<file path="src/rtl/bert_params.svh">
// bert_params.svh: offsets, reset values and counts of the BER tester.
// Assumes: included by bare name from the package and the top module.
`ifndef BERT_PARAMS_SVH
`define BERT_PARAMS_SVH
// ****************************************
// register map (8-bit port, byte addresses)
// ****************************************
`define BERT_A_SEED0 8'h00
`define BERT_A_SEED3 8'h03
`define BERT_A_LEN 8'h04
`define BERT_A_TAP 8'h05
`define BERT_A_CTRL 8'h06
`define BERT_A_INJ 8'h07
`define BERT_A_STAT 8'h08
`define BERT_A_MASK 8'h09
`define BERT_A_ERR0 8'h0A
`define BERT_A_ERR3 8'h0D
`define BERT_A_BIT0 8'h0E
`define BERT_A_BIT3 8'h11
`define BERT_A_RXP0 8'h12
`define BERT_A_RXP3 8'h15
// ****************************************
// reset values
// ****************************************
`define BERT_RST_BYTE 8'h00
`define BERT_RST_LEN 5'h1F
`define BERT_RST_TAP 5'h00
// ****************************************
// counts
// ****************************************
`define BERT_SYNC_BASE 7'h22
`define BERT_RATE1 24'h00000A
`define BERT_RATE2 24'h000064
`define BERT_RATE3 24'h0003E8
`define BERT_RATE4 24'h002710
`define BERT_RATE5 24'h0186A0
`define BERT_RATE6 24'h0F4240
`define BERT_RATE7 24'h989680
`endif

</file>
<file path="src/rtl/bert_pkg.sv">
// bert_pkg: types shared by the BER tester and its bench.
// Assumes: bert_params.svh on the include path.
`include "bert_params.svh"
package bert_pkg;
  // register port request, one cycle per access
  typedef struct packed {
    logic wr;
    logic rd;
    logic [7:0] addr;
    logic [7:0] wdata;
  } bert_req_t;
  // pattern control byte, bit 7 down to bit 0
  typedef struct packed {
    logic load;
    logic [2:0] spare;
    logic count_latch;
    logic resync;
    logic sync_en;
    logic repetitive;
  } bert_ctrl_t;
  // error insertion byte; rate 0 is off, k gives one error in 10^k bits
  typedef struct packed {
    logic [3:0] spare;
    logic single;
    logic [2:0] rate;
  } bert_inj_t;
  typedef enum logic [1:0] {
    BERT_HUNT = 2'b01,
    BERT_LOCK = 2'b10
  } bert_state_t;
endpackage

</file>
<file path="src/rtl/bert_top.sv">
// bert_top: transmit pattern generator, receive checker and counters of a BER tester.
// Assumes: all link pins are asynchronous to clk and much slower than it.
// How it works
// rising load copies seed bytes into the generator and restarts it
// pattern MSB leaves on tx data after the third transmit clock edge
// load request is the load pin ORed with control bit 7
// pseudorandom lock after 34 plus n error-free bits, n the length
// received bits checked against the transmit polynomial feedback
// repetitive mode matches any pattern repeating at the transmit length
// while locked every mismatching bit increments the error counter
// host confirms lock using all-ones, all-zeros flags and received pattern
// control bits sync enable and resync steer the receive synchroniser
// 32-bit error tally and bit tally readable by the host
// host divides error tally by bit tally to get the rate
// count latch, bit or pin, ends one integration period, starts next
// injection register inserts single errors or rates 10^-1 to 10^-7
// first feedback tap always at stage length minus one
// second feedback tap is programmable to any stage
// repetitive lengths 1 to 32 and polynomials up to 32 stages
// test input high releases every output; low enables them
// host writes every register before relying on operation
// transmit and receive halves run independently on their own clocks
// bus style strap selects strobe style; captured and shown in status (the code only shows it in status bit 3, no strobe logic uses it)
// address taken from the address lines with each strobe
// interrupt is active-low open drain for enabled status bits
// receive logic advances on receive clock, generator on transmit clock
//
// The address-and-strobe port and the placing of the registers were chosen for this implementation.
`include "bert_params.svh"
`timescale 1ns/1ps
`default_nettype none
module bert_top #(
  parameter int PAT_W = 32,
  parameter int CNT_W = 32
) (
  // clock and reset
  input wire logic clk,
  input wire logic rst_n,
  // register port
  input wire bert_pkg::bert_req_t bus_req,
  output logic [7:0] bus_rdata,
  output logic bus_rdata_oe,
  // link and control pins
  input wire logic transmit_bit_clock,
  input wire logic rx_clock,
  input wire logic rx_data,
  input wire logic transmit_load_strobe,
  input wire logic count_latch,
  input wire logic bus_style_strap,
  input wire logic test_mode,
  // outputs
  output logic tx_data,
  output logic tx_data_oe,
  output logic receive_sync_loss_out,
  output logic sync_loss_oe,
  output logic int_n_out,
  output logic int_n_oe
);
  import bert_pkg::*;
  // ****************************************
  // pin synchronisers
  // ****************************************
  localparam int NS = 7;
  logic [NS-1:0] pin_in, meta_r, sync_r, prev_r;
  assign pin_in = {test_mode, bus_style_strap, count_latch, transmit_load_strobe,
                   rx_data, rx_clock, transmit_bit_clock};
  always_ff @(posedge clk) begin
    if (!rst_n) begin
      meta_r <= '0;
      sync_r <= '0;
      prev_r <= '0;
    end else begin
      meta_r <= pin_in;
      sync_r <= meta_r;
      prev_r <= sync_r;
    end
  end
  logic txe, rxe, rbit, test_s;
  assign txe = sync_r[0] & ~prev_r[0];
  assign rxe = sync_r[1] & ~prev_r[1];
  assign rbit = sync_r[2];
  assign test_s = sync_r[6];

  // ****************************************
  // registers
  // ****************************************
  logic [PAT_W-1:0] seed_r;
  logic [4:0] len_r, tap_r;
  bert_ctrl_t ctrl_r;
  bert_inj_t inj_r;
  logic [7:0] mask_r;
  logic err_seen_r, ld_stage_r;
  logic wr_seed, wr_ctrl, wr_inj;
  assign wr_seed = bus_req.wr && bus_req.addr <= `BERT_A_SEED3;
  assign wr_ctrl = bus_req.wr && bus_req.addr == `BERT_A_CTRL;
  assign wr_inj = bus_req.wr && bus_req.addr == `BERT_A_INJ;
  always_ff @(posedge clk) begin
    if (!rst_n) begin
      seed_r <= '0;
      len_r <= `BERT_RST_LEN;
      tap_r <= `BERT_RST_TAP;
      mask_r <= `BERT_RST_BYTE;
      ctrl_r <= bert_ctrl_t'(`BERT_RST_BYTE);
      inj_r <= bert_inj_t'(`BERT_RST_BYTE);
    end else begin
      // resync and count latch are one-shot; load stays as written
      ctrl_r.resync <= 1'b0;
      ctrl_r.count_latch <= 1'b0;
      if (wr_seed)
        seed_r[8*bus_req.addr[1:0] +: 8] <= bus_req.wdata;
      if (bus_req.wr && bus_req.addr == `BERT_A_LEN)
        len_r <= bus_req.wdata[4:0];
      if (bus_req.wr && bus_req.addr == `BERT_A_TAP)
        tap_r <= bus_req.wdata[4:0];
      if (bus_req.wr && bus_req.addr == `BERT_A_MASK)
        mask_r <= bus_req.wdata;
      if (wr_ctrl)
        ctrl_r <= bert_ctrl_t'(bus_req.wdata);
      if (wr_inj)
        inj_r <= bert_inj_t'(bus_req.wdata);
      else if (txe && !ld_stage_r)
        inj_r.single <= 1'b0;
    end
  end

  // ****************************************
  // transmit generator
  // ****************************************
  logic ld_req, ld_prev_r, ld_edge, ld_pend_r;
  logic [PAT_W-1:0] gen_r;
  logic [23:0] rate_cnt_r, rate_mod;
  logic fb, flip;
  assign ld_req = sync_r[3] | ctrl_r.load;
  assign ld_edge = ld_req & ~ld_prev_r;
  assign fb = ctrl_r.repetitive ? gen_r[len_r] : gen_r[len_r] ^ gen_r[tap_r];
  always_comb begin
    case (inj_r.rate)
      3'h1: rate_mod = `BERT_RATE1;
      3'h2: rate_mod = `BERT_RATE2;
      3'h3: rate_mod = `BERT_RATE3;
      3'h4: rate_mod = `BERT_RATE4;
      3'h5: rate_mod = `BERT_RATE5;
      3'h6: rate_mod = `BERT_RATE6;
      3'h7: rate_mod = `BERT_RATE7;
      default: rate_mod = '0;
    endcase
  end
  assign flip = inj_r.single | (rate_mod != '0 && rate_cnt_r == rate_mod - 24'h000001);
  always_ff @(posedge clk) begin
    if (!rst_n) begin
      ld_prev_r <= 1'b0;
      ld_pend_r <= 1'b0;
      ld_stage_r <= 1'b0;
      gen_r <= '0;
      tx_data <= 1'b0;
      rate_cnt_r <= '0;
    end else begin
      ld_prev_r <= ld_req;
      // a new load in the cycle the pending one is taken is kept
      ld_pend_r <= ld_edge | (ld_pend_r & ~txe);
      if (txe) begin
        ld_stage_r <= ld_pend_r;
        if (ld_stage_r) begin
          gen_r <= seed_r;
          rate_cnt_r <= '0;
        end else begin
          gen_r <= {gen_r[PAT_W-2:0], fb};
          tx_data <= gen_r[len_r] ^ flip;
          rate_cnt_r <= (rate_cnt_r >= rate_mod - 24'h000001) ? '0 : rate_cnt_r + 24'h000001;
        end
      end
    end
  end

  // ****************************************
  // receive checker
  // ****************************************
  bert_state_t state_r;
  logic [PAT_W-1:0] rsr_r;
  logic [6:0] good_r, need;
  logic exp_bit, err;
  logic cl_prev_r, cl_edge;
  logic [CNT_W-1:0] err_live_r, bit_live_r, err_tally_r, bit_tally_r;
  assign exp_bit = ctrl_r.repetitive ? rsr_r[len_r]
                                     : rsr_r[len_r] ^ rsr_r[tap_r];
  assign err = rbit ^ exp_bit;
  assign need = `BERT_SYNC_BASE + {2'b00, len_r} + 7'h01;
  assign cl_edge = (sync_r[4] & ~cl_prev_r) | ctrl_r.count_latch;
  always_ff @(posedge clk) begin
    if (!rst_n) begin
      state_r <= BERT_HUNT;
      rsr_r <= '0;
      good_r <= '0;
    end else begin
      // once locked the reference runs free, so a line error is counted only once
      if (rxe)
        rsr_r <= {rsr_r[PAT_W-2:0], state_r == BERT_LOCK ? exp_bit : rbit};
      if (!ctrl_r.sync_en || ctrl_r.resync) begin
        state_r <= BERT_HUNT;
        good_r <= '0;
      end else if (rxe) begin
        case (state_r)
          BERT_HUNT: begin
            good_r <= err ? '0 : good_r + 7'h01;
            if (!err && good_r + 7'h01 >= need)
              state_r <= BERT_LOCK;
          end
          BERT_LOCK: good_r <= good_r;
          default: state_r <= BERT_HUNT;
        endcase
      end
    end
  end
  logic lock_bit;
  assign lock_bit = rxe && state_r == BERT_LOCK;
  always_ff @(posedge clk) begin
    if (!rst_n) begin
      cl_prev_r <= 1'b0;
      err_live_r <= '0;
      bit_live_r <= '0;
      err_tally_r <= '0;
      bit_tally_r <= '0;
    end else begin
      cl_prev_r <= sync_r[4];
      if (cl_edge) begin
        err_tally_r <= err_live_r;
        bit_tally_r <= bit_live_r;
        err_live_r <= {{(CNT_W-1){1'b0}}, lock_bit & err};
        bit_live_r <= {{(CNT_W-1){1'b0}}, lock_bit};
      end else if (lock_bit) begin
        bit_live_r <= bit_live_r + 1'b1;
        err_live_r <= err_live_r + {{(CNT_W-1){1'b0}}, err};
      end
    end
  end

  // ****************************************
  // status, read port and pins
  // ****************************************
  logic all_ones, all_zeros;
  logic [7:0] status, rd_val;
  assign all_ones = &rsr_r;
  assign all_zeros = ~|rsr_r;
  assign status = {3'h0, err_seen_r, sync_r[5], all_zeros, all_ones, state_r==BERT_LOCK};
  always_ff @(posedge clk) begin
    if (!rst_n)
      err_seen_r <= 1'b0;
    else if (lock_bit && err)
      err_seen_r <= 1'b1; // set wins over the read clear
    else if (bus_req.rd && bus_req.addr == `BERT_A_STAT)
      err_seen_r <= 1'b0;
  end
  always_comb begin
    rd_val = '0;
    if (bus_req.addr <= `BERT_A_SEED3)
      rd_val = seed_r[8*bus_req.addr[1:0] +: 8];
    else if (bus_req.addr == `BERT_A_LEN)
      rd_val = {3'h0, len_r};
    else if (bus_req.addr == `BERT_A_TAP)
      rd_val = {3'h0, tap_r};
    else if (bus_req.addr == `BERT_A_CTRL)
      rd_val = ctrl_r;
    else if (bus_req.addr == `BERT_A_INJ)
      rd_val = inj_r;
    else if (bus_req.addr == `BERT_A_STAT)
      rd_val = status;
    else if (bus_req.addr == `BERT_A_MASK)
      rd_val = mask_r;
    else if (bus_req.addr >= `BERT_A_ERR0 && bus_req.addr <= `BERT_A_ERR3)
      rd_val = err_tally_r[8*(2'(bus_req.addr - `BERT_A_ERR0)) +: 8];
    else if (bus_req.addr >= `BERT_A_BIT0 && bus_req.addr <= `BERT_A_BIT3)
      rd_val = bit_tally_r[8*(2'(bus_req.addr - `BERT_A_BIT0)) +: 8];
    else if (bus_req.addr >= `BERT_A_RXP0 && bus_req.addr <= `BERT_A_RXP3)
      rd_val = rsr_r[8*(2'(bus_req.addr - `BERT_A_RXP0)) +: 8];
  end
  always_ff @(posedge clk) begin
    if (!rst_n) begin
      bus_rdata <= '0;
      bus_rdata_oe <= 1'b0;
      receive_sync_loss_out <= 1'b1;
      sync_loss_oe <= 1'b0;
      tx_data_oe <= 1'b0;
      int_n_out <= 1'b0;
      int_n_oe <= 1'b0;
    end else begin
      bus_rdata <= bus_req.rd ? rd_val : '0;
      bus_rdata_oe <= bus_req.rd & ~test_s;
      receive_sync_loss_out <= state_r != BERT_LOCK;
      sync_loss_oe <= ~test_s;
      tx_data_oe <= ~test_s;
      int_n_out <= 1'b0;
      int_n_oe <= |(status & mask_r) & ~test_s;
    end
  end
endmodule
`default_nettype wire
</file>
<file path="config.mk">
export PLATFORM = sky130hd
export DESIGN_NAME = bert_top
export DESIGN_NICKNAME = d
export VERILOG_FILES = /design/src/rtl/bert_pkg.sv /design/src/rtl/bert_top.sv
export VERILOG_INCLUDE_DIRS = /design/src /design/src/rtl
export SDC_FILE = /design/constraint.sdc
export NUM_CORES = 1
export LEC_CHECK = 0
export BUFFER_PORTS_ARGS = -buffer_cell sky130_fd_sc_hd__buf_2
export CORE_ASPECT_RATIO = 1.25
export CORE_MARGIN = 1
export CORE_UTILIZATION = 57
export DETAILED_ROUTE_END_ITERATION = 16
export PLACE_DENSITY_LB_ADDON = 0.05
export SLEW_MARGIN = 20
export SYNTH_ARGS = -nofsm -noshare
export SYNTH_HDL_FRONTEND = slang
export SYNTH_SLANG_ARGS = --single-unit
</file>
<file path="constraint.sdc">
create_clock -name clk -period 3.71 [get_ports clk]
set_clock_uncertainty 0.1 [all_clocks]
set_input_delay 0.5565 -clock clk [delete_from_list [all_inputs] [get_ports clk]]
set_output_delay 0.5565 -clock clk [all_outputs]
set_load 0.01 [all_outputs]
</file>
==> flow_summary_export.csv <==
group,metric,value,unit
drt,via_per_inst,6.07,
flow_run,cap_violations,0,
synth,synthArstFlopShare,0,
clock_tree,clockBufferDepth,3,
global_routing,grt_overflow,0,
clock_tree,htreeDepth,2,
hold_path,hold_depth,2,
hold_path,holdPathEnd,"meta_r[3]$_SDFF_PN0_",
synth,yosys.area.top_type,"dfxtp_1",
timing,fin_crit,3.72,ns
critical_path,path_class,"flop to flop",
clock_tree,clk_pin_slew_worst_paths,0.06,ns
critical_path,reg2regPathDepth,15,
drt,met2_length,22400,um
critical_path,reg2reg_slack,-0.006,ns
final_layout,area_growth,14.6,%
place,io_buffers,40,
power,pwr-share-seq,0.461,
power,p_leak,6.84,nW
critical_path,rr_endpoint,"err_live_r[26]$_SDFFE_PP0P_",
clock_tree,cts_tree,"built",
place,gp_congestion,0.918,
global_routing,grt_usage,0.311,
global_routing,grt_pass1_vias,13400,
drt,postRouteWirelength,45100,um
final_layout,multi_input_area,9120,um2
outcome,failed_checks,"DRC, setup timing",
drt,met3_length,2520,um
critical_path,cp_num_buf_inv,2,
synth,syn_inst,1873,
critical_path,path_cells,"buf_6, mux4_1, mux2i_1, mux4_2, nor2_2, xnor2_1, buf_4, xor2_2, ha_2, ha_4, and3_4, nand3_2, or3_4, or3_4, a21oi_2",
drt,highest_layer,"met4",
drt,drtIter0Drc,1127,
final_layout,nets,1994,
synth,syn_nets,1942,
synth,syn-cell-area,16100,um2
floorplanning,die_x,152,um
timing,finalSetupTns,-0.00634,ns
global_routing,antenna_found_initial,0,
power,p_switching,1.78,mW
outcome,status,"complete, but fails checks",
synth,yosys.area.top_type_share,0.404,
drt,drtPass1Iterations,12,
synth,synth_ff_type,"dfxtp_1",
global_routing,grt_pass1_wl,71200,um
critical_path,crit_required,4.08,ns
power,max-vdd-ir-drop,0.419,mV
critical_path,cp_data_arrival_time,4.08,ns
clock_tree,clkSinkCount,325,
synth,ys_top_cells_by_count,"nand2_1 (353), dfxtp_1 (325), a21oi_1 (208)",
timing,setup_violations,1,
floorplanning,core.rowCount,68,
synth,ys_ff_latch,325,
synth,synth_edf_count,0,
timing,fmax,269,MHz
timing,rsz0062_at_grt,"yes",
drt,drc,2,
critical_path,end_kind,"flop",
critical_path,path_common_cell,"or3_4",
synth,synth_warnings,0,
drt,wl_per_cell,19.6,um
power,clkPwrFrac,0.494,
floorplanning,core,27700,um2
floorplanning,pin_count,42,
synth,yosysUniqueCellTypes,58,
final_layout,seq_area,6510,um2
timing,final_hold_viol_count,0,
critical_path,crit_family,"simple AND/OR/NAND/NOR gates",
clock_tree,cts_hold_buffers,0,
global_routing,grt_max_degree,85,
timing,finalMaxSlewViolations,0,
final_layout,layout-drive-gt1-share,0.157,
critical_path,worstPathMaxFanout,6,
critical_path,crit_slowest_cell,"mux4_1",
clock_tree,cts-root-buf,"clkbuf_16",
hold_path,min_path_type,"primary input to flop",
final_layout,diodes,0,
floorplanning,start_util,0.581,
timing,whs,0.130,ns
power,swShare,0.231,
synth,syn_area_per_cell,8.60,um2
drt,wl_met1,17900,um
place,dp.final_hpwl,31900,um
drt,dr_total_vias,14000,
floorplanning,fp.dieH,190,um
power,intPower,5.93,mW
clock_tree,cts_made_buffers,36,
critical_path,start_kind,"flop",
hold_path,min-delay-start,"transmit_load_strobe",
clock_tree,clkLatencyLatePin,0.54,ns
timing,slew_headroom,0.350,
synth,yosysSeqAreaShare,0.404,
drt,ant_nets,0,
critical_path,rr_startpoint,"tap_r[0]$_SDFFE_PN0P_",
floorplanning,dieArea,28900,um2
timing,period_share,1.00,
timing,setup_ws,-0.00634,ns
synth,synth_most_common_cell,"nand2_1",
power,power.density,418,nW/um2
critical_path,max_stage_delay,0.54,ns
timing,worst_slew_pin_slew,0.974,ns
final_layout,fill_cells,2398,
synth,synthTopCellsByArea,"dfxtp_1 (40%), mux4_2 (8.7%), nand2_1 (8.2%)",
power,p_comb_frac,0.046,
-- kinds of logic (layout without fill, tap and decap cells) --
group	count (synthesis)	count (layout)	share of synthesized area
other cells	1	1	0.000233
compound gates	367	368	0.134
xor+xnor	70	70	0.0381
mux	121	121	0.130
fa+ha+maj	42	42	0.0326
flops	325	325	0.404
buf+inv	163	242	0.0400
simple gates	784	784	0.221
-- layout by cell type (no fill, tap or decap), types with 17 or more instances in the layout --
master and n:
or3_1 19, xor2_1 42, buf_2 40, mux4_2 65
nand3_1 114, clkbuf_16 36, inv_1 35, a21oi_1 204
xnor2_1 27, ha_1 40, dfxtp_1 320, a211oi_1 43
and3_1 27, o21ai_0 36, buf_4 96, nand4_1 27
and2_1 23, nor2_1 135, mux2i_1 52, a21o_1 17
nand2_1 352
-- routing by layer --
| metal | global-route usage | up-vias |
|---|---|---|
| met4 | 0.152 | 0 |
| li1 | - | 6744 |
| met1 | 0.367 | 6688 |
| met2 | 0.558 | 441 |
| met3 | 0.0421 | 115 |
| met5 | 0 | - |
-- sequential cells by signal (all words and copies together), names as in the netlist, 8 cells and up --
name,flops
rsr_r,32
err_tally_r,32
bit_live_r,32
bus_rdata,8
err_live_r,32
bit_tally_r,32
gen_r,32
inj_r,8
ctrl_r,8
mask_r,8
rate_cnt_r,24
seed_r,32
-- worst max-delay path by stage --
stage                           from                          end  depth (start not counted)
6_report       tap_r[0]$_SDFFE_PN0P_  err_live_r[26]$_SDFFE_PP0P_                         15
5_1_grt        tap_r[0]$_SDFFE_PN0P_  err_live_r[26]$_SDFFE_PP0P_                         15
4_1_cts        tap_r[0]$_SDFFE_PN0P_  err_live_r[24]$_SDFFE_PP0P_                         15
3_5_place_dp   tap_r[0]$_SDFFE_PN0P_  err_live_r[24]$_SDFFE_PP0P_                         15
3_3_place_gp   tap_r[0]$_SDFFE_PN0P_  err_live_r[30]$_SDFFE_PP0P_                         16
2_1_floorplan  inj_r[1]$_SDFFE_PN0P_  rate_cnt_r[13]$_SDFFE_PN0P_                         17
-- cell type report --
class                   instances  area share
multi-input cells            1386       0.494
flip-flops and latches        325       0.353
clock buffers                  52      0.0575
repair buffers                140      0.0528
well taps                     350      0.0237
clock inverters                14      0.0113
inverters                      36     0.00759
-- through the flow --
step / worst slack, ns / total power [mW] / instances / cell area [um2] / utilization
6_report: -0.00634 / 7.71 / 2303 / 18500 / 0.665
5_1_grt: -0.133 / 7.92 / 2303 / 18500 / 0.665
4_1_cts: 0.00648 / 7.74 / 2299 / 18300 / 0.660
3_5_place_dp: -0.0390 / 3.97 / 2233 / 17000 / 0.614
3_3_place_gp: 0.0583 / 3.96 / 2233 / 17000 / 0.614
2_1_floorplan: -0.0827 / 3.85 / 1873 / 16100 / -
-- what timing repair did --
action	CTS	global route
setup endpoints to repair	7	32
pin swaps	0	7
resized for setup	4	40
buffers inserted	0	2
gates cloned	0	2
-- power groups by stage --
stage | registers (mW) | logic, mW | clock network, mW
final | 3.55 | 0.353 | 3.80
after global routing | 3.55 | 0.383 | 3.99
after CTS | 3.55 | 0.343 | 3.85
after detailed placement | 3.63 | 0.341 | 0
after global placement | 3.62 | 0.337 | 0
after floorplan | 3.62 | 0.232 | 0
Power figures use the tool's default switching activity.
